<file path="config.mk">
export PLATFORM = sky130hd
export DESIGN_NAME = vpil_ctrl
export DESIGN_NICKNAME = d
export VERILOG_FILES = /design/src/vpil_pkg.sv /design/src/vpil_ctrl.sv
export VERILOG_INCLUDE_DIRS = /design/src
export SDC_FILE = /design/constraint.sdc
export NUM_CORES = 1
export LEC_CHECK = 0
export BUFFER_PORTS_ARGS = -buffer_cell sky130_fd_sc_hd__buf_2
export CORE_MARGIN = 2
export CORE_UTILIZATION = 46
export DETAILED_ROUTE_END_ITERATION = 6
export MAX_ROUTING_LAYER = met4
export PLACE_DENSITY = 0.76
export SKIP_LAST_GASP = 1
export SLEW_MARGIN = 10
export SYNTH_ARGS = -nofsm -noshare
export SYNTH_HDL_FRONTEND = slang
export SYNTH_SLANG_ARGS = --single-unit
</file>
<file path="constraint.sdc">
create_clock -name clk -period 2.9 [get_ports clk]
set_clock_uncertainty 0.05 [all_clocks]
set_input_delay 0.435 -clock clk [delete_from_list [all_inputs] [get_ports clk]]
set_output_delay 0.435 -clock clk [all_outputs]
set_load 0.02 [all_outputs]
</file>
<file path="src/vpil_consts.svh">
`ifndef VPIL_CONSTS_SVH
`define VPIL_CONSTS_SVH
// Interrupt locations
`define VPIL_VEC_POWER 16'h0004
`define VPIL_VEC_PROTECT 16'h0005
`define VPIL_VEC_BLK1 16'h0006
`define VPIL_VEC_BLK2 16'h0007
`define VPIL_VEC_IO_BASE 16'h0008
`define VPIL_IO_CHANNELS 56
// Select codes
`define VPIL_SC_MASTER 6'h00
`define VPIL_SC_CIR 6'h04
`define VPIL_SC_PROTECT 6'h05
// Violation register layout
`define VPIL_VIOL_PARITY_BIT 15
`define VPIL_ADDR_W 15
// Lowest protectable address; 0 and 1 are the accumulators
`define VPIL_FIRST_PROTECTED 15'h0002
`define VPIL_INDIRECT_RELEASE 2'h3
// Instructions to complete after a grant before interrupts reopen
`define VPIL_GRANT_HOLD 2'h2
`define VPIL_RESET_FENCE 15'h0000
`endif

</file>
<file path="src/vpil_pkg.sv">
package vpil_pkg;
  typedef enum logic [2:0] {
    VPIL_OP_SET_CONTROL,
    VPIL_OP_CLEAR_CONTROL,
    VPIL_OP_SET_FLAG,
    VPIL_OP_CLEAR_FLAG,
    VPIL_OP_SKIP_SET,
    VPIL_OP_SKIP_CLEAR,
    VPIL_OP_LOAD,
    VPIL_OP_OUTPUT
  } vpil_io_op_e;

  typedef struct packed {
    logic valid;
    vpil_io_op_e op;
    logic [5:0] sel;
    logic [15:0] data;
  } vpil_io_cmd_s;

  typedef struct packed {
    logic done;
    logic is_io;
    logic indirect_jump;
    logic [14:0] addr;
  } vpil_instr_s;

  typedef struct packed {
    logic valid;
    logic restricted;
    logic final_level;
    logic [14:0] addr;
  } vpil_mem_ref_s;
endpackage

</file>
<file path="src/vpil_ctrl.sv">
`timescale 1ns/10ps
`include "vpil_consts.svh"
module vpil_ctrl (
  input wire logic clk,
  input wire logic reset_n,
  input wire logic cycle_end,
  input wire vpil_pkg::vpil_instr_s instr,
  input wire vpil_pkg::vpil_io_cmd_s io_cmd,
  input wire vpil_pkg::vpil_mem_ref_s mem_ref,
  input wire logic indirect_level,
  input wire logic protect_installed,
  input wire logic parity_switch_int,
  input wire logic parity_error,
  input wire logic [14:0] parity_addr,
  input wire logic mapping_violation,
  input wire logic power_fail,
  input wire logic blk_busy,
  input wire logic blk1_done,
  input wire logic blk2_done,
  input wire logic [55:0] card_request,
  output logic int_req,
  output logic hold_pc,
  output logic [15:0] int_vector,
  output logic [15:0] read_data,
  output logic read_valid,
  output logic skip,
  output logic violation,
  output logic master_enable,
  output logic protect_enable,
  output logic select05_flag
);
  logic pend_power;
  logic pend_protect;
  logic pend_blk1;
  logic pend_blk2;
  logic [15:0] protect_fault_address;
  logic [15:0] central_int;
  logic [14:0] fence;
  logic [1:0] grant_hold;
  logic ind_hold;
  logic ctl_hold;
  logic [1:0] ind_levels;
  logic next_grant;
  logic [15:0] next_vector;
  logic io_ok;
  logic sys_ok;
  logic io_found;
  logic [5:0] io_index;
  logic prot_fault;
  logic parity_int;
  logic is_sel_cmd;

  function automatic logic [6:0] lowest_set(input logic [55:0] v);
    logic [6:0] r;
    r = 7'h00;
    for (int i = `VPIL_IO_CHANNELS - 1; i >= 0; i--) begin
      if (v[i]) begin
        r = {1'b1, 6'(i)};
      end
    end
    return r;
  endfunction

  function automatic logic cmd_at(input vpil_pkg::vpil_io_cmd_s c, input logic [5:0] s,
                                  input vpil_pkg::vpil_io_op_e o);
    return c.valid && c.sel == s && c.op == o;
  endfunction

  // Fault check: addresses 0 and 1 are accumulators, never protected
  assign prot_fault = protect_enable && mem_ref.valid && mem_ref.restricted && mem_ref.final_level
                      && mem_ref.addr >= `VPIL_FIRST_PROTECTED && mem_ref.addr < fence;
  assign parity_int = parity_error && parity_switch_int && protect_installed && select05_flag;
  assign is_sel_cmd = io_cmd.valid && io_cmd.op inside {vpil_pkg::VPIL_OP_SET_CONTROL,
    vpil_pkg::VPIL_OP_CLEAR_CONTROL, vpil_pkg::VPIL_OP_SET_FLAG, vpil_pkg::VPIL_OP_CLEAR_FLAG,
    vpil_pkg::VPIL_OP_SKIP_SET, vpil_pkg::VPIL_OP_SKIP_CLEAR};

  // Card requests already carry flag and control; master enable is gated in io_ok; the chain is the priority walk
  assign {io_found, io_index} = lowest_set(card_request);
  assign sys_ok = grant_hold == 2'h0 && !ctl_hold;
  assign io_ok = sys_ok && master_enable && !blk_busy
                 && (!ind_hold || (protect_installed && ind_levels == `VPIL_INDIRECT_RELEASE));

  always_comb begin
    next_grant = 1'b0;
    next_vector = 16'h0000;
    if (cycle_end && grant_hold == 2'h0) begin
      if (pend_power) begin
        next_grant = 1'b1;
        next_vector = `VPIL_VEC_POWER;
      end else if (pend_protect) begin
        next_grant = 1'b1;
        next_vector = `VPIL_VEC_PROTECT;
      end else if (sys_ok && !ind_hold && master_enable && pend_blk1) begin
        next_grant = 1'b1;
        next_vector = `VPIL_VEC_BLK1;
      end else if (sys_ok && !ind_hold && master_enable && pend_blk2) begin
        next_grant = 1'b1;
        next_vector = `VPIL_VEC_BLK2;
      end else if (io_ok && io_found) begin
        next_grant = 1'b1;
        next_vector = `VPIL_VEC_IO_BASE + {10'h000, io_index};
      end
    end
  end

  // Pending events; a new event in the grant cycle survives the clear
  always_ff @(posedge clk or negedge reset_n) begin
    if (!reset_n) begin
      pend_power <= 1'b0;
      pend_protect <= 1'b0;
      pend_blk1 <= 1'b0;
      pend_blk2 <= 1'b0;
    end else begin
      pend_power <= power_fail || (pend_power && !(next_grant && next_vector == `VPIL_VEC_POWER));
      pend_protect <= prot_fault || parity_int
                      || (pend_protect && !(next_grant && next_vector == `VPIL_VEC_PROTECT));
      pend_blk1 <= blk1_done || (pend_blk1 && !(next_grant && next_vector == `VPIL_VEC_BLK1));
      pend_blk2 <= blk2_done || (pend_blk2 && !(next_grant && next_vector == `VPIL_VEC_BLK2));
    end
  end

  always_ff @(posedge clk or negedge reset_n) begin
    if (!reset_n) begin
      int_req <= 1'b0;
      hold_pc <= 1'b0;
      int_vector <= 16'h0000;
      central_int <= 16'h0000;
    end else begin
      int_req <= next_grant;
      hold_pc <= next_grant;
      if (next_grant) begin
        int_vector <= next_vector;
        central_int <= next_vector;
      end
    end
  end

  // Inhibit windows counted in completed instructions
  always_ff @(posedge clk or negedge reset_n) begin
    if (!reset_n) begin
      grant_hold <= 2'h0;
    end else if (next_grant) begin
      grant_hold <= `VPIL_GRANT_HOLD;
    end else if (instr.done && grant_hold != 2'h0) begin
      grant_hold <= grant_hold - 2'h1;
    end
  end

  always_ff @(posedge clk or negedge reset_n) begin
    if (!reset_n) begin
      ind_hold <= 1'b0;
      ctl_hold <= 1'b0;
    end else begin
      if (instr.done) begin
        ind_hold <= instr.indirect_jump;
      end
      // Set wins: a command in the completing instruction still defers the next one
      if (is_sel_cmd) begin
        ctl_hold <= 1'b1;
      end else if (instr.done) begin
        ctl_hold <= 1'b0;
      end
    end
  end

  always_ff @(posedge clk or negedge reset_n) begin
    if (!reset_n) begin
      ind_levels <= 2'h0;
    end else if (instr.done) begin
      ind_levels <= 2'h0;
    end else if (indirect_level && ind_levels != `VPIL_INDIRECT_RELEASE) begin
      ind_levels <= ind_levels + 2'h1;
    end
  end

  // Master enable and the select 05 flag
  always_ff @(posedge clk or negedge reset_n) begin
    if (!reset_n) begin
      master_enable <= 1'b0;
    end else if (cmd_at(io_cmd, `VPIL_SC_MASTER, vpil_pkg::VPIL_OP_SET_FLAG)) begin
      master_enable <= 1'b1;
    end else if (cmd_at(io_cmd, `VPIL_SC_MASTER, vpil_pkg::VPIL_OP_CLEAR_FLAG)) begin
      master_enable <= 1'b0;
    end
  end

  always_ff @(posedge clk or negedge reset_n) begin
    if (!reset_n) begin
      select05_flag <= 1'b0;
    end else if (mapping_violation) begin
      select05_flag <= 1'b1;
    end else if (cmd_at(io_cmd, `VPIL_SC_PROTECT, vpil_pkg::VPIL_OP_SET_FLAG)) begin
      select05_flag <= 1'b1;
    end else if (cmd_at(io_cmd, `VPIL_SC_PROTECT, vpil_pkg::VPIL_OP_CLEAR_FLAG)) begin
      select05_flag <= 1'b0;
    end
  end

  // Protection enable: a grant drops it once the vector instruction proves not to be I/O
  always_ff @(posedge clk or negedge reset_n) begin
    if (!reset_n) begin
      protect_enable <= 1'b0;
    end else if (cmd_at(io_cmd, `VPIL_SC_PROTECT, vpil_pkg::VPIL_OP_SET_CONTROL) && protect_installed) begin
      protect_enable <= 1'b1;
    end else if (cmd_at(io_cmd, `VPIL_SC_PROTECT, vpil_pkg::VPIL_OP_CLEAR_CONTROL)) begin
      protect_enable <= 1'b0;
    end else if (instr.done && grant_hold == `VPIL_GRANT_HOLD && !instr.is_io) begin
      protect_enable <= 1'b0;
    end
  end

  always_ff @(posedge clk or negedge reset_n) begin
    if (!reset_n) begin
      fence <= `VPIL_RESET_FENCE;
    end else if (cmd_at(io_cmd, `VPIL_SC_PROTECT, vpil_pkg::VPIL_OP_OUTPUT)) begin
      fence <= io_cmd.data[14:0];
    end
  end

  // Parity wins if both land together; it is the rarer and harder to reproduce
  always_ff @(posedge clk or negedge reset_n) begin
    if (!reset_n) begin
      protect_fault_address <= 16'h0000;
      violation <= 1'b0;
    end else begin
      violation <= prot_fault;
      if (parity_int) begin
        protect_fault_address <= {1'b1, parity_addr};
      end else if (prot_fault) begin
        protect_fault_address <= {1'b0, instr.addr};
      end
    end
  end

  always_ff @(posedge clk or negedge reset_n) begin
    if (!reset_n) begin
      read_data <= 16'h0000;
      read_valid <= 1'b0;
      skip <= 1'b0;
    end else begin
      read_valid <= 1'b0;
      skip <= 1'b0;
      if (cmd_at(io_cmd, `VPIL_SC_CIR, vpil_pkg::VPIL_OP_LOAD)) begin
        read_data <= central_int;
        read_valid <= 1'b1;
      end else if (cmd_at(io_cmd, `VPIL_SC_PROTECT, vpil_pkg::VPIL_OP_LOAD)) begin
        read_data <= protect_fault_address;
        read_valid <= 1'b1;
      end
      if (io_cmd.valid && io_cmd.sel == `VPIL_SC_PROTECT) begin
        skip <= (io_cmd.op == vpil_pkg::VPIL_OP_SKIP_SET && select05_flag)
                || (io_cmd.op == vpil_pkg::VPIL_OP_SKIP_CLEAR && !select05_flag);
      end else if (io_cmd.valid && io_cmd.sel == `VPIL_SC_MASTER) begin
        skip <= (io_cmd.op == vpil_pkg::VPIL_OP_SKIP_SET && master_enable)
                || (io_cmd.op == vpil_pkg::VPIL_OP_SKIP_CLEAR && !master_enable);
      end
    end
  end
endmodule

</file>
## Word level (Yosys, flattened, before mapping)

Index checks and enable logic that the tools add are counted.

| storage, ports and cells | value |
|---|---|
| register bits after elaboration | 80 |
| latch bits | 0 |
| RAM bits | 0 |
| ROM bits | 0 |
| logic and storage cells | 210 |
| memories | 0 |

| cells by class | value |
|---|---|
| add/subtract/negate cells | 3 |
| multipliers | 0 |
| div/mod/pow operators | 0 |
| $lt $le $gt $ge | 2 |
| equal/unequal tests | 16 |
| shift-type cells | 0 |
| multiplexer cells | 90 |
| bitwise logic cells | 0 |
| reduce and logical (&&, ||, !) cells | 80 |

Operators by type and width:

| operator | count |
|---|---|
| $mux 7 | 62 |
| $eq 16x3->1 const B | 4 |
| $mux 16 | 4 |
| $logic_and 1x1->1 | 49 |
| $mux 1 | 20 |
| $ge 15x2->1 const B | 1 |
| $lt 15x15->1 | 1 |
| $reduce_bool 2->1 | 7 |
| $eq 3x3->1 const B | 4 |
| $eq 6x3->1 const B | 2 |
| $logic_not 1->1 | 10 |
| $logic_or 1x1->1 | 8 |
| $mux 2 | 4 |
| $add 4x6->7 const A | 1 |
| $eq 3x2->1 const B | 2 |
| $logic_not 6->1 | 1 |
| $reduce_bool 3->1 | 2 |
| $reduce_bool 6->1 | 1 |
| $eq 2x2->1 const B | 2 |
| $eq 3x1->1 const B | 1 |
| $logic_not 3->1 | 1 |
| $add 2x1->2 const B | 1 |
| $logic_not 2->1 | 1 |
| $ne 2x2->1 const B | 1 |
| $sub 2x1->2 const B | 1 |

## Logic depth before layout (Yosys ltp)

Gate-level depths: netlist of run 1.

| logic depth | value |
|---|---|
| word-level depth | 68 |
| gate-level depth with buffers | 11 |

## Least setup slack after synthesis of run 1

No wires, ideal clock.

| path | value |
|---|---|
| path kind | input to register |
| start | input port card_request[35] |
| end | register pend_blk1 |
| setup time | 0.150 ns |
| arrival | 2.446 ns |
| required time | 2.700 ns |
| slack | 0.254 ns |
| stages on the path | 8 |
| path buffers | 0 |
| path through | or4_1 a211oi_1 o211ai_1 a31oi_1 ha_1 or3_1 a21oi_2 a41oi_1 |

| on the way | value |
|---|---|
| word-level cells in the longest chain between the ends | 48 |

RTL lines:

| what | RTL line | RTL |
|---|---|---|
| start, declared | vpil_ctrl.sv:20 | `input wire logic [55:0] card_request,` |
| $mux 7 * (36 in a row) | vpil_ctrl.sv:57 | `if (v[i]) begin` |
| $add 4x6->7 (no line) or $logic_and 1x1->1 (tied branches) | - |  |
| $mux 7 | vpil_ctrl.sv:99 | `end else if (io_ok && io_found) begin` |
| $mux 7 | vpil_ctrl.sv:96 | `end else if (sys_ok && !ind_hold && master_enable && pend_blk2) begin` |
| $mux 7 | vpil_ctrl.sv:93 | `end else if (sys_ok && !ind_hold && master_enable && pend_blk1) begin` |
| $mux 7 | vpil_ctrl.sv:90 | `end else if (pend_protect) begin` |
| $mux 7 | vpil_ctrl.sv:87 | `if (pend_power) begin` |
| $mux 7 | vpil_ctrl.sv:86 | `if (cycle_end && grant_hold == 2'h0) begin` |
| $eq 16x3->1 (no line) | - |  |
| $logic_and 1x1->1 (no line) * | - |  |
| $logic_not 1->1 * | vpil_ctrl.sv:117 | `` pend_blk1 <= blk1_done \|\| (pend_blk1 && !(next_grant && next_vector == `VPIL_VEC_BLK1)); `` |
| $logic_and 1x1->1 * | vpil_ctrl.sv:117 |  |
| $logic_or 1x1->1 * | vpil_ctrl.sv:117 |  |
| end signal, assigned | vpil_ctrl.sv:117 |  |
| end, declared | vpil_ctrl.sv:34 | `logic pend_blk1;` |

Every way passes the cells marked *; elsewhere a longest branch is shown, timed or not.
A chain may end at the register's enable or synchronous reset.

## Worst setup path in the final report of run 1

Ends and elaborated chain as after synthesis.

==> Flow_metrics.wiki, run 1 <==
{| class="wikitable"
! Metric !! Value
|-
| Post-synthesis cell count || 486
|-
| Number of max-cap violations || 0
|-
| Ys async rst share || 100.0%
|-
| Count of final setup violators || 0
|-
| Final sum of negative setup slack || 0 ps
|-
| Max Slew Vio Count || 0
|-
| Warnings, synthesis || 0
|-
| Final non-filler cell total || 791
|-
| Effective utilization at floorplan || 47.35%
|-
| Combinational family with the most area after synthesis || simple AND/OR/NAND/NOR gates
|-
| Worst-path cell chain || buf_2, or4_1, a211oi_1, o211ai_1, a31oi_1, ha_1, a2111oi_0, o21ai_0, o311ai_1, a21oi_2, a41oi_1
|-
| Synth Area in Simple Gates || 21.58%
|-
| Clk pin slew, worst setup/hold paths || 80 ps
|-
| Synth Area in XOR/XNOR || 0.6034%
|-
| H-tree Lvls || 3
|-
| Run status || finished clean
|-
| Startpoint-to-endpoint class of the critical path || input port to flip-flop
|-
| RePlAce Congestion || 0.8739
|-
| Maximum number of pins on one net before global-route repair || 37
|-
| Count of cell types in the netlist || 67
|-
| Crit path launch type || input port
|-
| Smallest setup slack after layout || 254.9 ps
|-
| CTS Root Buffer Type || clkbuf_8
|-
| Fraction of synthesized area in multiplexers || 6.034%
|-
| Hold Vio Cnt, Final || 0
|-
| Worst hold path class || input port to asynchronous set/reset pin
|-
| First-pass GRT wire length || 18260 µm
|-
| Fraction of layout instances using a drive strength above 1 || 33.82%
|-
| Hold_buf cts || 0
|-
| Cell area after placement || 0.005421 mm²
|-
| Leakage power || 0.002725 µW
|-
| Overflow left after global routing || 0
|-
| Width of the die || 101.3 µm
|-
| Gr usage total || 22.91%
|-
| Highest attainable clock frequency || 0.3781 GHz
|-
| Worst reg2reg setup slack || 310 ps
|-
| Relative slew slack || 45.86%
|-
| Synthesized flop and latch total || 71
|-
| Core area || 0.009196 mm²
|-
| Via count of the first global-routing pass || 4069
|-
| Compound-gate portion of the synthesized area || 19.89%
|-
| TritonCTS clock tree || yes
|-
| Most used flip-flop cell after synthesis || dfrtp_1
|-
| Synthesized-area fraction occupied by adder cells || 5.172%
|-
| Maximum root-to-sink buffer count || 2
|-
| Vias after detailed routing || 4268
|-
| Buffers on Ports || 174
|-
| Antenna-violating nets left || 0
|-
| Number of cells in the design after placement || 775
|-
| Cell row count || 35
|-
| Number of antenna violations at the first check in global routing || 0
|-
| Largest fanout of any net on the critical path || 3
|-
| Total power || 2398 µW
|-
| Clock latency at the later pin of the worst-skew pair || 340 ps
|-
| Avg Cell Area, Syn || 8.959 µm²
|-
| Vert. Die Dim || 101.3 µm
|-
| Worst EP arrival || 2790 ps
|-
| VDD IR max || 203.7 µV
|-
| P&R area growth vs syn || 28.59%
|-
| Slew at the pin closest to its max-slew limit || 812.1 ps
|-
| Required time of the worst setup path || 3050 ps
|-
| Synth Cell Area || 0.004354 mm²
|-
| Critical Path Sink Type || flip-flop
|-
| Power per standard cell area || 428.3 mW/mm²
|-
| Register area share after synthesis || 40.80%
|-
| Post-detailed-routing wire length || 11250 µm
|-
| Diode insertion count for antenna repair || 0
|-
| Initial drt markers || 138
|-
| Critical path's largest stage delay || 550 ps
|-
| Clock buffers created by TritonCTS || 9
|-
| Routed length per instance || 14.22 µm
|-
| EDFF count, synth || 0
|-
| Via density per instance || 5.396
|-
| Die ar. || 0.01026 mm²
|-
| Fillers || 840
|-
| Number of sinks on the clock net || 71
|-
| Part of the cycle the worst path needs || 91.21%
|-
| Remaining routing DRC violations || 0
|-
| Number of iterations in the first detailed-routing pass || 4
|-
| Design Area, Final || 0.005599 mm²
|-
| Minimum setup slack after placement || -103.3 ps
|-
| Slowest stage cell, crit path || or4_1
|-
| Ports || 185
|-
| Minimum clock period || 2645 ps
|-
| Number of nets at the end of the flow || 838
|-
| Half-perimeter wire length after detailed placement || 9189 µm
|}
-- worst max-delay path: cells and delay by family --
kind	cells	cell delay, ps
AOI/OAI and AO/OA	8	1490
adders and majority gates	1	200
buffers and inverters	1	110
and+or+nand+nor	1	550
-- kinds of logic (layout without fill, tap and decap cells) --
group	after synthesis	in the layout
fa+ha+maj	18	18
xor+xnor	3	3
other cells	1	9
buf+inv	56	242
compound gates	134	134
mux	26	26
flops	71	71
simple gates	177	177
-- cells in the mapped netlist, types with 5 or more instances --
| cell | count | share of area [%] |
|---|---|---|
| nand4_1 | 6 | 0.86 |
| o21ai_0 | 40 | 4.6 |
| nor2_1 | 50 | 4.3 |
| nand2_1 | 41 | 3.5 |
| a21o_1 | 5 | 0.86 |
| nor3_1 | 13 | 1.5 |
| a22o_1 | 9 | 1.8 |
| mux2i_1 | 24 | 5.5 |
| buf_4 | 10 | 1.7 |
| inv_1 | 33 | 2.8 |
| ha_1 | 18 | 5.2 |
| clkbuf_1 | 9 | 0.78 |
| dfrtp_1 | 71 | 41 |
| a21oi_1 | 34 | 3.9 |
| nand2b_1 | 5 | 0.72 |
| nor4_1 | 22 | 3.2 |
-- area by class of cell --
class                   instances  area, µm²  area share, %
repair buffers                192       1018          18.19
flip-flops and latches         71       1777          31.73
multi-input cells             367       2364          42.21
clock inverters                 7      47.55         0.8492
inverters                      34      130.1          2.324
clock buffers                   9      123.9          2.212
well taps                     111      138.9          2.480
-- cells in the final DEF (no fill, tap or decap), types with 3 or more instances in the layout --
cell | netlist | layout
nor3_1 | 13 | 13
a21o_1 | 5 | 5
o31ai_1 | 4 | 4
mux2i_1 | 24 | 24
o21a_1 | 4 | 4
a21oi_1 | 34 | 33
conb_1 | 1 | 9
nor4_1 | 22 | 21
o211ai_1 | 3 | 3
a221oi_1 | 3 | 3
clkbuf_8 | 0 | 9
nand3b_1 | 3 | 3
nor3b_1 | 3 | 3
buf_2 | 3 | 174
buf_4 | 10 | 17
nor2_1 | 50 | 50
ha_1 | 18 | 18
nand3_1 | 4 | 4
nand2_1 | 41 | 41
clkinv_2 | 0 | 3
nand4_1 | 6 | 6
nor4_2 | 3 | 4
o21ai_0 | 40 | 40
a2111oi_0 | 3 | 3
a22o_1 | 9 | 9
or4_1 | 3 | 3
or3_1 | 4 | 4
dfrtp_1 | 71 | 71
inv_1 | 33 | 33
a31oi_1 | 4 | 4
nand2b_1 | 5 | 5
a21boi_0 | 3 | 3
a211oi_1 | 4 | 4
-- layer usage --
| layer | vias up | track usage, % | routed length [µm] |
|---|---|---|---|
| met3 | 21 | 3.727 | 799 |
| met5 | - | - | 0 |
| li1 | 2143 | - | - |
| met1 | 1937 | 27.60 | 4782 |
| met4 | 0 | 9.252 | 263 |
| met2 | 167 | 38.31 | 5404 |
-- final timing paths --
kind	startpoint	end	depth (start not counted)
setup / recovery	card_request[35]	pend_blk1$_DFF_PN0_	11
hold / removal	reset_n	violation$_DFF_PN0_	1
setup reg to reg	grant_hold[0]$_DFFE_PN0P_	pend_blk1$_DFF_PN0_	8
hold reg to reg	read_data[11]$_DFFE_PN0P_	read_data[11]$_DFFE_PN0P_	1
max in group asynchronous	reset_n	master_enable$_DFFE_PN0P_	2
min in group clk	mapping_violation	select05_flag$_DFFE_PN0P_	2
-- where the power goes --
part | internal [µW] | switching (µW)
Sequential | 1090 | 62.0
Combinational | 242 | 314
Clock | 311 | 383
Total | 1640 | 759
-- registers in the layout (all words and copies together), names as in the netlist, 2 cells and up --
register               cells
fence                     15
read_data                 16
protect_fault_address     16
grant_hold                 2
ind_levels                 2
central_int                7
-- metrics by stage --
step / util (%) / hold WS (ps)
2_1_floorplan: - / 89.41
4_1_cts: 60.82 / 152.9
5_1_grt: 60.88 / 196.8
6_report: 60.88 / 127.4
3_3_place_gp: 58.95 / 427.3
3_5_place_dp: 58.95 / 431.7
-- repair_timing --
action / in CTS / in global routing
setup buffers: 0 / 0
hold endpoints to repair: 0 / 0
endpoints found under the setup margin: 0 / 2
resized for setup: 0 / 1
Power figures use the tool's default switching activity.
==> run 2, diff against run 1 <==
--- a/config.mk
+++ b/config.mk
@@ -7,11 +7,12 @@
 export NUM_CORES = 1
 export LEC_CHECK = 0
 export BUFFER_PORTS_ARGS = -buffer_cell sky130_fd_sc_hd__buf_2
+export CORE_ASPECT_RATIO = 1.4
 export CORE_MARGIN = 2
 export CORE_UTILIZATION = 46
 export DETAILED_ROUTE_END_ITERATION = 6
 export MAX_ROUTING_LAYER = met4
-export PLACE_DENSITY = 0.76
+export PLACE_DENSITY = 0.85
 export SKIP_LAST_GASP = 1
 export SLEW_MARGIN = 10
 export SYNTH_ARGS = -nofsm -noshare
==> run 2 against run 1 <==
Fmax grew 2.6%. Final cell count shrank 0.13%. Die area grew 0.11%. Worst hold slack lost 42 ps. Sequential cell count is the same. Sequential power is essentially flat. Wire length grew 9.6%. Cell area grew 1.8%. Via count grew 4.7%. Core utilization is essentially flat. Critical path depth shrank 2. Largest cell class unchanged. Register-to-register slack is essentially flat. Highest routed layer unchanged.
==> Flow_metrics.wiki, run 2 (synthesis results as in run 1) <==
{| class="wikitable"
! Metric !! Value
|-
| Antenna-violating nets left || 0 (unchanged)
|-
| Startpoint of the worst register-to-register path || grant_hold[0]$_DFFE_PN0P_
|-
| Reg-to-Reg End || pend_blk1$_DFF_PN0_
|-
| Switching component of the power || 792.4 µW (+4.4%)
|-
| Fraction of layout instances using a drive strength above 1 || 33.38% (-0.44 points)
|-
| Post-CTS setup buffer count || 0 (unchanged)
|-
| Depth of the worst register-to-register path || 9 (+1)
|-
| Via density per instance || 5.654 (+4.8%)
|-
| H-tree Lvls || 3 (unchanged)
|-
| Effective utilization at floorplan || 46.55% (-0.80 points)
|-
| Part of the cycle the worst path needs || 88.89% (-2.3 points)
|-
| Startpoint-to-endpoint class of the critical path || flip-flop to flip-flop
|-
| Setup repair after global routing missed its margin || no
|-
| Commonest non-fill, non-tap cells in the layout || 174 x buf_2, 71 x dfrtp_1, 50 x nor2_1, 41 x nand2_1, 40 x o21ai_0
|-
| Overflow left after global routing || 0 (unchanged)
|-
| Vert. Die Dim || 119.1 µm (+18%)
|-
| Clk pin slew, worst setup/hold paths || 50 ps (-30 ps)
|-
| Worst reg2reg setup slack || 320 ps (about the same)
|-
| Internal power || 2022 µW (+23%)
|-
| Ports || 185 (unchanged)
|-
| Leakage power || 0.002779 µW (+2.0%)
|-
| Number of max-cap violations || 0 (unchanged)
|-
| P&R area growth vs syn || 30.89%
|-
| Required time of the worst setup path || 3030 ps (-20 ps)
|-
| Worst EP arrival || 2710 ps (-80 ps)
|-
| CTS Root Buffer Type || clkbuf_16
|-
| Relative slew slack || 50.07% (+4.2 points)
|-
| Net switching share of the total power || 28.15% (-3.5 points)
|-
| Cell row count || 42 (+20%)
|-
| Half-perimeter wire length after detailed placement || 9644 µm (+4.9%)
|-
| CP Launch Point || grant_hold[0]$_DFFE_PN0P_
|-
| Worst hold path class || input port to asynchronous set/reset pin
|-
| TritonCTS clock tree || yes
|-
| Clock latency at the later pin of the worst-skew pair || 340 ps (about the same)
|-
| Max Slew Vio Count || 0 (unchanged)
|-
| Number of gates resized after CTS || 0 (unchanged)
|-
| Highest attainable clock frequency || 0.3879 GHz (+2.6%)
|-
| Critical Path Sink Type || flip-flop
|-
| Maximum number of pins on one net before global-route repair || 33 (-11%)
|-
| Number of antenna violations at the first check in global routing || 0 (unchanged)
|-
| Number of iterations in the first detailed-routing pass || 7 (+3)
|-
| Most common cell after layout, fill and taps aside || buf_2
|-
| Hold Vio Cnt, Final || 0 (unchanged)
|-
| Routed length per instance || 15.61 µm (+9.8%)
|-
| Number of sinks on the clock net || 71 (unchanged)
|-
| Relative contribution of sequential cells to total power || 41.0% (-6.9 points)
|-
| Diode insertion count for antenna repair || 0 (unchanged)
|-
| Vias after detailed routing || 4467 (+4.7%)
|-
| Post-Route Utilization || 60.93% (about the same)
|-
| Width of the die || 86.23 µm (-15%)
|-
| First-pass GRT wire length || 19690 µm (+7.8%)
|-
| Minimum clock period || 2578 ps (-67.18 ps)
|-
| Combinational share of power || 20.6% (-2.6 points)
|-
| Run status || finished clean
|-
| Initial drt markers || 273 (+98%)
|-
| RePlAce Congestion || 0.9246 (+5.8%)
|-
| Die ar. || 0.01027 mm² (+0.11%)
|-
| Power per standard cell area || 493.8 mW/mm² (+15%)
|-
| Count of final setup violators || 0 (unchanged)
|-
| Design Area, Final || 0.005699 mm² (+1.8%)
|-
| Crit path launch type || flip-flop
|-
| Number of nets at the end of the flow || 838 (unchanged)
|-
| Portion of total power attributed to the clock network || 38.5% (+9.6 points)
|-
| VDD IR max || 225.1 µV (+10%)
|-
| Remaining routing DRC violations || 0 (unchanged)
|-
| Post-detailed-routing wire length || 12340 µm (+9.6%)
|-
| Core area || 0.009354 mm² (+1.7%)
|-
| Hold_buf cts || 0 (unchanged)
|-
| Endpoint of the most critical setup path || pend_blk1$_DFF_PN0_
|-
| Registers with the most flip-flops || protect_fault_address: 16 flops, read_data: 16 flops, fence: 15 flops
|-
| Clock buffers created by TritonCTS || 9 (unchanged)
|-
| Buffers on Ports || 174 (unchanged)
|-
| Slew at the pin closest to its max-slew limit || 746.3 ps (-65.83 ps)
|-
| Via count of the first global-routing pass || 4446 (+9.3%)
|-
| Cell area after placement || 0.005408 mm² (-0.25%)
|-
| Gr usage total || 24.63% (+1.7 points)
|-
| Maximum root-to-sink buffer count || 2 (unchanged)
|-
| Largest fanout of any net on the critical path || 5 (+2)
|}
==> run 2: changes by cell type in the layout (fill, tap and decap cells not counted), moves of 2 or more <==
cell,before,now
inv_6,2,0
clkinvlp_4,2,0
clkbuf_16,0,9
clkbuf_8,9,1
clkbuf_1,0,2
==> run 2: critical path, cell delays in order (launching register included) <==
cell and delay (ps):
dfrtp_1 390, inv_1 100, ha_1 170, nand4bb_1 280
o21ai_0 350, a2111oi_0 140, nand3_1 100, a21oi_1 50
nor4_1 580, a41oi_1 200
==> run 2: cell type report <==
cell class / instances / area (µm²)
clock inverter: 4 / 45.04
fill: 810 / 3655
sequential: 71 / 1777
timing repair buffer: 192 / 1006
inverter: 34 / 130.1
multi-input combinational: 367 / 2357
clock buffer: 12 / 246.5
tap: 110 / 137.6
==> run 2: layer usage <==
metal / vias up / global-route usage [%] / routed length [µm]
met4: 0 / 13.09 / 412
li1: 2136 / - / -
met1: 2086 / 26.45 / 4684
met5: - / - / 0
met2: 210 / 43.02 / 6391
met3: 35 / 3.673 / 846
==> run 2: worst min path at each step <==
stage | start | end | slack, ps | cells past startpoint
6_report | reset_n | fence[11]$_DFFE_PN0P_ | 80 | 1
3_5_place_dp | read_data[13]$_DFFE_PN0P_ | read_data[13]$_DFFE_PN0P_ | 430 | 1
4_1_cts | reset_n | fence[11]$_DFFE_PN0P_ | 110 | 1
3_3_place_gp | read_data[7]$_DFFE_PN0P_ | read_data[7]$_DFFE_PN0P_ | 430 | 1
2_1_floorplan | reset_n | central_int[0]$_DFFE_PN0P_ | 90 | 0
5_1_grt | reset_n | read_data[3]$_DFFE_PN0P_ | 140 | 1
==> run 2: through the flow <==
step / worst slack, ps / cells / TNS [ps] / total power (µW) / hold WS [ps]
2_1_floorplan: 253.6 / 494 / 0 / 1477 / 89.41
3_3_place_gp: 56.06 / 774 / 0 / 1706 / 427.9
3_5_place_dp: -12.80 / 774 / -12.80 / 1744 / 431.7
4_1_cts: 343.1 / 790 / 0 / 2830 / 105.8
5_1_grt: 16.80 / 790 / 0 / 2944 / 136.8
6_report: 322.1 / 790 / 0 / 2815 / 84.94
==> run 2: power groups by stage <==
stage          Sequential, µW  Combinational (µW)  Clock [µW]
2_1_floorplan            1180                 302           0
3_3_place_gp             1160                 546           0
3_5_place_dp             1170                 575           0
4_1_cts                  1150                 582        1100
5_1_grt                  1160                 643        1140
6_report                 1150                 579        1080
